--- src/shared/segment_map_params.svh ---
// Constants for the program-flash segment map.
// Assumes inclusion from the segment map package and design files only.
// Function
// - The vector segment always holds the first 256 words, 000000h to 0001FEh, whatever the boot size code.
// - On the large variant the low two size bits pick no boot segment, 768, 3840 or 7936 words.
// - On the large variant without a boot segment the general segment spans 000200h to 0057FEh.
// - On the large variant the general segment starts right above the boot segment and ends at 0057FEh.
// - On the small variant the general segment ends at 002BFEh, sized by the boot segment.
// - On the small variant code x00 makes the boot segment fill 000200h to 002BFEh, leaving no general segment.
// - Only the boot configuration word steers the segment settings; the general word is ignored.
// - No secure segment and no secure data RAM exist; only three segments do.
`ifndef SEGMENT_MAP_PARAMS_SVH
`define SEGMENT_MAP_PARAMS_SVH

`define ADDR_WIDTH 24
`define VECTOR_LAST 24'h0001fe
`define BOOT_FIRST 24'h000200
`define BOOT_LAST_768 24'h0007fe
`define BOOT_LAST_3840 24'h001ffe
`define BOOT_LAST_7936 24'h003ffe
`define TOP_LARGE 24'h0057fe
`define TOP_SMALL 24'h002bfe
`define SIZE_NONE 2'h3
`define SIZE_768 2'h2
`define SIZE_3840 2'h1
`define SIZE_MAX 2'h0
`define SIZE_SEL_LSB 1
`define BOOT_CFG_RESET 8'hff
`define BOOT_WORDS_768 16'h0300
`define BOOT_WORDS_3840 16'h0f00
`define BOOT_WORDS_7936 16'h1f00
`define BOOT_WORDS_SMALL_MAX 16'h1500
`define GEN_WORDS_LARGE_NONE 16'h2b00
`define GEN_WORDS_LARGE_768 16'h2800
`define GEN_WORDS_LARGE_3840 16'h1c00
`define GEN_WORDS_LARGE_MAX 16'h0c00
`define GEN_WORDS_SMALL_NONE 16'h1500
`define GEN_WORDS_SMALL_768 16'h1200
`define GEN_WORDS_SMALL_3840 16'h0600

`endif

--- src/shared/segment_map_pkg.sv ---
// Types for the program-flash segment map.
// Assumes the params header sits in the include path.
`default_nettype none
package segment_map_pkg;
    typedef enum logic [1:0] {
        SEG_NONE = 2'b00,
        SEG_VECTOR = 2'b01,
        SEG_BOOT = 2'b10,
        SEG_GENERAL = 2'b11
    } segment_type;

    typedef struct packed {
        logic [23:0] boot_last;
        logic [23:0] top;
        logic boot_present;
    } bounds_type;
endpackage
`default_nettype wire

--- src/verilog/code_flash_segment_map.sv ---
// Program-flash segment classifier for code protection.
// Assumes configuration words are static after reset and addresses are core-clock synchronous.
`default_nettype none
`include "segment_map_params.svh"
module code_flash_segment_map
    import segment_map_pkg::*;
#(
    parameter bit SMALL_VARIANT = 1'b0
) (
    input wire logic core_clk_i,
    input wire logic reset_i,
    input wire logic [7:0] boot_segment_config_i,
    input wire logic [7:0] general_segment_config_i,
    input wire logic [`ADDR_WIDTH-1:0] addr_i,
    output logic [1:0] segment_o,
    output logic boot_present_o,
    output logic general_present_o,
    output logic [`ADDR_WIDTH-1:0] boot_last_o
);
    // ----------------------------------------
    // Declarations
    // ----------------------------------------
    localparam bounds_type BOUNDS_RESET = '{
        boot_last: `VECTOR_LAST,
        top: (SMALL_VARIANT ? `TOP_SMALL : `TOP_LARGE),
        boot_present: 1'b0
    };

    logic [1:0] size_code_reg;
    logic [1:0] size_code_next;
    bounds_type bounds_next;
    bounds_type bounds_reg;
    logic general_present_reg;
    logic general_present_next;
    segment_type segment_reg;
    segment_type segment_next;
    logic gen_cfg_unused;
    logic [23:0] general_first;
    logic [15:0] boot_words;
    logic [15:0] general_words;

    // ----------------------------------------
    // Configuration capture
    // ----------------------------------------
    // General word sets no boundary; only the boot word sizes segments
    assign gen_cfg_unused = ^general_segment_config_i;

    segment_bounds segment_bounds_inst (
        .size_code_i(size_code_next),
        .small_variant_i(SMALL_VARIANT),
        .bounds_o(bounds_next)
    );

    always_comb begin
        size_code_next = boot_segment_config_i[`SIZE_SEL_LSB +: 2];
        general_present_next = (bounds_next.boot_last != bounds_next.top);
    end

    // Decoded bounds kept in flops so the outputs come from registers
    always_ff @(posedge core_clk_i) begin
        if (reset_i) begin
            size_code_reg <= `SIZE_NONE;
            bounds_reg <= BOUNDS_RESET;
            general_present_reg <= 1'b1;
        end else begin
            size_code_reg <= size_code_next;
            bounds_reg <= bounds_next;
            general_present_reg <= general_present_next;
        end
    end

    // ----------------------------------------
    // Address classification
    // ----------------------------------------
    function automatic segment_type classify(input logic [23:0] a, input bounds_type b);
        if (a > b.top) classify = SEG_NONE;
        else if (a <= `VECTOR_LAST) classify = SEG_VECTOR;
        else if (b.boot_present && a <= b.boot_last) classify = SEG_BOOT;
        else classify = SEG_GENERAL;
    endfunction

    always_comb begin
        segment_next = classify(addr_i, bounds_reg);
    end

    always_ff @(posedge core_clk_i) begin
        if (reset_i) begin
            segment_reg <= SEG_NONE;
        end else begin
            segment_reg <= segment_next;
        end
    end

    // ----------------------------------------
    // Segment sizes in words
    // ----------------------------------------
    // Two address units per word; an empty span counts zero
    function automatic logic [15:0] word_count(input logic [23:0] first,
            input logic [23:0] last);
        logic [23:0] span;
        span = last - first;
        if (last < first) word_count = 16'h0000;
        else word_count = span[16:1] + 16'h0001;
    endfunction

    always_comb begin
        general_first = bounds_reg.boot_last + 24'h000002;
        boot_words = 16'h0000;
        if (bounds_reg.boot_present) begin
            boot_words = word_count(`BOOT_FIRST, bounds_reg.boot_last);
        end
        general_words = word_count(general_first, bounds_reg.top);
    end

    // ----------------------------------------
    // Outputs
    // ----------------------------------------
    assign segment_o = segment_reg;
    assign boot_present_o = bounds_reg.boot_present;
    assign general_present_o = general_present_reg;
    assign boot_last_o = bounds_reg.boot_last;

    // ----------------------------------------
    // Checks: boundaries
    // ----------------------------------------
    boot_768_a: assert property (@(posedge core_clk_i) disable iff (reset_i)
        size_code_reg == `SIZE_768
        |-> boot_last_o == `BOOT_LAST_768 && boot_words == `BOOT_WORDS_768)
        else $error("boot bound wrong for 768 words");

    boot_3840_a: assert property (@(posedge core_clk_i) disable iff (reset_i)
        size_code_reg == `SIZE_3840
        |-> boot_last_o == `BOOT_LAST_3840 && boot_words == `BOOT_WORDS_3840)
        else $error("boot bound wrong for 3840 words");

    boot_7936_a: assert property (@(posedge core_clk_i) disable iff (reset_i)
        !SMALL_VARIANT && size_code_reg == `SIZE_MAX
        |-> boot_last_o == `BOOT_LAST_7936 && boot_words == `BOOT_WORDS_7936)
        else $error("boot bound wrong for 7936 words");

    no_boot_a: assert property (@(posedge core_clk_i) disable iff (reset_i)
        size_code_reg == `SIZE_NONE |-> !boot_present_o && general_present_o)
        else $error("boot segment present when disabled");

    gen_none_large_a: assert property (@(posedge core_clk_i) disable iff (reset_i)
        !SMALL_VARIANT && size_code_reg == `SIZE_NONE |-> general_words == `GEN_WORDS_LARGE_NONE)
        else $error("general segment size wrong without boot");

    gen_large_size_a: assert property (@(posedge core_clk_i) disable iff (reset_i)
        !SMALL_VARIANT && size_code_reg != `SIZE_NONE |-> general_words ==
        (size_code_reg == `SIZE_768 ? `GEN_WORDS_LARGE_768 :
        size_code_reg == `SIZE_3840 ? `GEN_WORDS_LARGE_3840 : `GEN_WORDS_LARGE_MAX))
        else $error("general segment size wrong on large variant");

    gen_small_size_a: assert property (@(posedge core_clk_i) disable iff (reset_i)
        SMALL_VARIANT && size_code_reg != `SIZE_MAX |-> general_words ==
        (size_code_reg == `SIZE_NONE ? `GEN_WORDS_SMALL_NONE :
        size_code_reg == `SIZE_768 ? `GEN_WORDS_SMALL_768 : `GEN_WORDS_SMALL_3840))
        else $error("general segment size wrong on small variant");

    small_full_a: assert property (@(posedge core_clk_i) disable iff (reset_i)
        SMALL_VARIANT && size_code_reg == `SIZE_MAX
        |-> !general_present_o && boot_words == `BOOT_WORDS_SMALL_MAX
        && general_words == 16'h0000)
        else $error("general segment exists with full boot");

    reset_clear_a: assert property (@(posedge core_clk_i)
        reset_i |=> segment_o == SEG_NONE && !boot_present_o && general_present_o
        && boot_last_o == `VECTOR_LAST)
        else $error("reset does not clear to the no boot layout");

    // ----------------------------------------
    // Checks: classification
    // ----------------------------------------
    // Class lags the address by one edge, hence the past values
    vector_fixed_a: assert property (@(posedge core_clk_i) disable iff (reset_i)
        $past(addr_i) <= `VECTOR_LAST && !$past(reset_i) |-> segment_o == SEG_VECTOR)
        else $error("low address not in vector segment");

    boot_member_a: assert property (@(posedge core_clk_i) disable iff (reset_i)
        !$past(reset_i) && $past(boot_present_o) && $past(addr_i) >= `BOOT_FIRST
        && $past(addr_i) <= $past(boot_last_o) |-> segment_o == SEG_BOOT)
        else $error("boot address not in boot segment");

    gen_start_a: assert property (@(posedge core_clk_i) disable iff (reset_i)
        !$past(reset_i) && $past(addr_i) == $past(boot_last_o) + 24'h000002
        && $past(addr_i) <= $past(bounds_reg.top) |-> segment_o == SEG_GENERAL)
        else $error("general segment not just above boot");

    top_bound_a: assert property (@(posedge core_clk_i) disable iff (reset_i)
        !$past(reset_i) && $past(addr_i) == (SMALL_VARIANT ? `TOP_SMALL : `TOP_LARGE)
        |-> segment_o != SEG_NONE && segment_o != SEG_VECTOR)
        else $error("top address wrong");

    three_segments_a: assert property (@(posedge core_clk_i) disable iff (reset_i)
        !$past(reset_i) && $past(addr_i) <= $past(bounds_reg.top) |-> segment_o != SEG_NONE)
        else $error("implemented address outside all segments");

    beyond_top_a: assert property (@(posedge core_clk_i) disable iff (reset_i)
        addr_i > bounds_reg.top && $stable(size_code_reg) |=> segment_o == SEG_NONE)
        else $error("out of range address classified");

    // ----------------------------------------
    // Checks: configuration
    // ----------------------------------------
    cfg_follow_a: assert property (@(posedge core_clk_i) disable iff (reset_i)
        1'b1 |=> size_code_reg == $past(boot_segment_config_i[2:1]))
        else $error("size code not from boot config");

    cfg_only_a: assert property (@(posedge core_clk_i) disable iff (reset_i)
        !$past(reset_i) && $stable(boot_segment_config_i)
        |=> $stable(boot_last_o) && $stable(boot_present_o) && $stable(general_present_o))
        else $error("segment bounds moved without boot config change");

    // ----------------------------------------
    // Cover points
    // ----------------------------------------
    vec_c: cover property (@(posedge core_clk_i) segment_o == SEG_VECTOR);
    boot_c: cover property (@(posedge core_clk_i) segment_o == SEG_BOOT);
    gen_c: cover property (@(posedge core_clk_i) segment_o == SEG_GENERAL);
    none_c: cover property (@(posedge core_clk_i) segment_o == SEG_NONE);
    full_boot_c: cover property (@(posedge core_clk_i) !general_present_o);
endmodule // code_flash_segment_map
`default_nettype wire

--- src/verilog/segment_bounds.sv ---
// Decodes boot size code and variant into segment bounds.
// Assumes static configuration inputs from the same clock domain.
`default_nettype none
`include "segment_map_params.svh"
module segment_bounds
    import segment_map_pkg::*;
(
    input wire logic [1:0] size_code_i,
    input wire logic small_variant_i,
    output bounds_type bounds_o
);
    always_comb begin
        bounds_o.top = small_variant_i ? `TOP_SMALL : `TOP_LARGE;
        bounds_o.boot_present = 1'b1;
        case (size_code_i)
            `SIZE_NONE: begin
                bounds_o.boot_present = 1'b0;
                bounds_o.boot_last = `VECTOR_LAST;
            end
            `SIZE_768: bounds_o.boot_last = `BOOT_LAST_768;
            `SIZE_3840: bounds_o.boot_last = `BOOT_LAST_3840;
            default: bounds_o.boot_last = small_variant_i ? `TOP_SMALL : `BOOT_LAST_7936;
        endcase
    end
endmodule // segment_bounds
`default_nettype wire

--- config.mk ---
export PLATFORM = sky130hd
export DESIGN_NAME = code_flash_segment_map
export DESIGN_NICKNAME = d
export VERILOG_FILES = /design/src/shared/segment_map_pkg.sv /design/src/verilog/code_flash_segment_map.sv /design/src/verilog/segment_bounds.sv
export VERILOG_INCLUDE_DIRS = /design/src /design/src/shared
export SDC_FILE = /design/constraint.sdc
export NUM_CORES = 1
export LEC_CHECK = 0
export BUFFER_PORTS_ARGS = -buffer_cell sky130_fd_sc_hd__buf_2
export CORE_MARGIN = 4
export CORE_UTILIZATION = 31
export DETAILED_ROUTE_END_ITERATION = 6
export PLACE_DENSITY = 0.8
export SLEW_MARGIN = 20
export SYNTH_ARGS = -nofsm -noshare
export SYNTH_HDL_FRONTEND = slang
export SYNTH_SLANG_ARGS = --single-unit
--- constraint.sdc ---
create_clock -name core_clk_i -period 1.62 [get_ports core_clk_i]
set_input_delay 0 -clock core_clk_i [delete_from_list [all_inputs] [get_ports core_clk_i]]
set_output_delay 0 -clock core_clk_i [all_outputs]
set_load 0.005 [all_outputs]
==> impl_metrics.yaml <==
status:
  status: "finished, final reports clean"
placement:
  pre_cts_ws_ns: 0.0730
  dp_hpwl_microns: 1190
  placed_area_sq_um: 643
  port_buffers: 35
  place.detailed.instances: 115
  globalplace.congestion: 0.662
final_layout:
  final_cell_mix: "sky130_fd_sc_hd__buf_2, sky130_fd_sc_hd__conb_1"
  nNetsFinal: 156
  finalNonFillerCells: 124
  final_util_pct: 46.8
  most_frequent_standard_cell_in_the_layout_excluding_fill_and_tap_cells: "sky130_fd_sc_hd__buf_2"
  antenna_cells: 0
  non_filler_cell_area_final_sq_um: 738
  synthToLayoutAreaGrowth_pct: 35.3
  layout-drive-gt1-share_pct: 39.8
flow_run:
  cap_violations: 0
global_routing:
  gr-total-overflow: 0
  grt.total_usage_pct: 10.7
  first_global_vias: 524
  maximum_number_of_pins_on_one_net_before_global_route_repair: 5
  antenna_found_initial: 0
  grt_first_pass_wirelength_microns: 2070
worst_hold_path:
  worst_hold_path.endpoint: "segment_o[1]"
  holdCritPathClass: "in2reg"
  hold_start: "addr_i[0]"
  cell_depth_of_the_worst_hold_path: 3
worst_setup_path:
  worst-r2r-setup-slack_ns: 0.13
  rr_startpoint: "boot_last_o[13]"
  required_ns: 1.73
  crit_type: "reg2reg"
  timing.critical_path.arrival_ns: 1.60
  worst_setup_path_start_kind: "register"
  worst-path-max-fanout: 3
  worst_r2r_path_depth: 6
  regToRegEndpoint: "segment_o[0]"
  timing.critical_path.to_type: "register"
yosys:
  synth_area_per_cell_sq_um: 8.02
  ys_warn_count: 0
  yosysTopAreaCell: "sky130_fd_sc_hd__buf_4"
  post_synth_instance_area_sq_um: 546
  postSynthRegisterBits: 5
  netlist-cell-type-count: 23
  synthCells: 68
  netlist_top_cells_area: "sky130_fd_sc_hd__buf_4, sky130_fd_sc_hd__dfxtp_1, sky130_fd_sc_hd__ha_1"
  synth_sequential_area_ratio_pct: 18.3
  synth_top_area_share_pct: 31.7
sta:
  total_setup_violations_reported_at_the_end_of_the_flow: 0
  layout_min_cycle_time_ns: 1.49
  layout_setup_ws_ns: 0.125
  max_freq_mhz: 669
  hold_slack_ns: 0.104
  timing_hold_violations_final: 0
  timing.clock.skew_ns: 0.00368
  timing.final.crit_share_pct: 92.3
  finalSetupTns_ns: 0
  finalMaxSlewViolations: 0
pwr:
  power.share.switching_pct: 29.2
  combPwrFrac_pct: 30.5
  power.leakage_nw: 0.396
  p_switching_mw: 0.116
  p_int_mw: 0.281
  report.power.total_mw: 0.397
  seq_power_share_pct: 32.7
  p_per_area_nw_per_um2: 538
  power.clock.fraction_pct: 36.8
  vdd_drop_max_mv: 0.342
cts:
  post_cts_buffers: 0
  htree_num_levels: 1
  cts.sink_count: 5
  worstSkewPairLatency_ns: 0.24
  ctsRootBufferMaster: "sky130_fd_sc_hd__clkbuf_4"
  clk_transition_reported_paths_ns: 0.05
  clockBufferDepth: 2
  cts_inserted_buffers: 3
  tritoncts_clock_tree: "done"
detailed_routing:
  via_per_inst: 4.61
  drt.antenna.violating_nets: 0
  drt_pre_antenna_iters: 2
  drc: 0
  drt-initial-drc-count: 4
  drt_wl_total_microns: 1440
  dr_total_vias: 572
  wire_per_inst_microns: 11.6
die:
  floorplan.core_area_sq_um: 1580
  die_area_sq_um: 2500
  die_y_microns: 50.0
  die_width_microns: 50.0
  floorplan.initialDensity_pct: 34.6
  fp-row-count: 14
  io_pins: 70
-- per-layer routing --
| metal | wire [microns] | vias to the layer above | global-route usage, % |
|---|---|---|---|
| met5 | 0 | - | 0 |
| met4 | 0 | 0 | 4.15 |
| met3 | 173 | 0 | 3.61 |
| met2 | 757 | 39 | 20.9 |
| met1 | 510 | 256 | 9.86 |
| li1 | - | 277 | - |
-- what timing repair did --
action | in CTS | in global routing
endpoints found under the setup margin | 0 | 1
endpoints found under the hold margin | 3 | 0
hold buffers | 5 | 0
resized for setup | 0 | 4
-- Yosys cell counts --
cell type and count:
sky130_fd_sc_hd__and4_1 1, sky130_fd_sc_hd__nor2_1 5, sky130_fd_sc_hd__a2111oi_0 1, sky130_fd_sc_hd__mux2i_1 1, sky130_fd_sc_hd__nor3_2 1, sky130_fd_sc_hd__nand3b_1 1
sky130_fd_sc_hd__or4_4 2, sky130_fd_sc_hd__dfxtp_1 5, sky130_fd_sc_hd__buf_4 23, sky130_fd_sc_hd__o21ai_1 1, sky130_fd_sc_hd__a21oi_1 2, sky130_fd_sc_hd__a31oi_1 1
sky130_fd_sc_hd__a211o_1 1, sky130_fd_sc_hd__a41oi_1 2, sky130_fd_sc_hd__ha_1 5, sky130_fd_sc_hd__a21o_1 1, sky130_fd_sc_hd__nor4_1 1, sky130_fd_sc_hd__conb_1 2
sky130_fd_sc_hd__nor3_1 1, sky130_fd_sc_hd__nand4_1 3, sky130_fd_sc_hd__o21ai_0 1, sky130_fd_sc_hd__inv_1 3, sky130_fd_sc_hd__nand2_1 4
-- cell type report --
| type | instances | area [sq um] |
|---|---|---|
| well taps | 16 | 20.0 |
| repair buffers | 41 | 233 |
| clock buffers | 4 | 26.3 |
| inverters | 3 | 11.3 |
| fillers | 156 | 838 |
| flip-flops and latches | 5 | 100 |
| multi-input cells | 55 | 348 |
-- power groups by stage --
stage          sequential, mW  combinational [mW]  clock, mW
2_1_floorplan           0.133              0.0818          0
3_3_place_gp            0.132              0.0954          0
3_5_place_dp            0.132               0.101          0
4_1_cts                 0.130               0.109      0.150
5_1_grt                 0.130               0.134      0.158
6_report                0.130               0.121      0.146
-- cells by family after synthesis --
kind of cell               after synthesis  share of synthesized area [%]
buffers and inverters                   26                           33.7
and+or+nand+nor                         19                           20.6
AOI/OAI and AO/OA                       10                           12.6
adders and majority gates                5                           11.5
DFF                                      5                           18.3
other                                    2                           1.38
muxes                                    1                           1.83
-- worst max-delay path, stage by stage (launching register included) --
cell and delay [ns]:
sky130_fd_sc_hd__dfxtp_1 0.32, sky130_fd_sc_hd__inv_1 0.04, sky130_fd_sc_hd__ha_1 0.33, sky130_fd_sc_hd__a2111oi_4 0.30
sky130_fd_sc_hd__o21ai_1 0.11, sky130_fd_sc_hd__mux2i_1 0.14, sky130_fd_sc_hd__a41oi_1 0.12
-- worst max path at each step --
stage / startpoint / to / slack (ns)
final: boot_last_o[13] / segment_o[0] / 0.13
after detailed placement: boot_last_o[13] / segment_o[0] / 0.07
after global placement: boot_last_o[13] / segment_o[0] / 0.03
after CTS: boot_last_o[13] / segment_o[0] / 0.05
after floorplan: boot_last_o[13] / segment_o[0] / 0.17
after global routing: boot_last_o[13] / segment_o[0] / -0.02
-- flip-flops by register name, indices dropped and copies added, names as in the netlist --
name and count:
segment_o 2, boot_last_o 3
(Power assumes the default switching activity.)
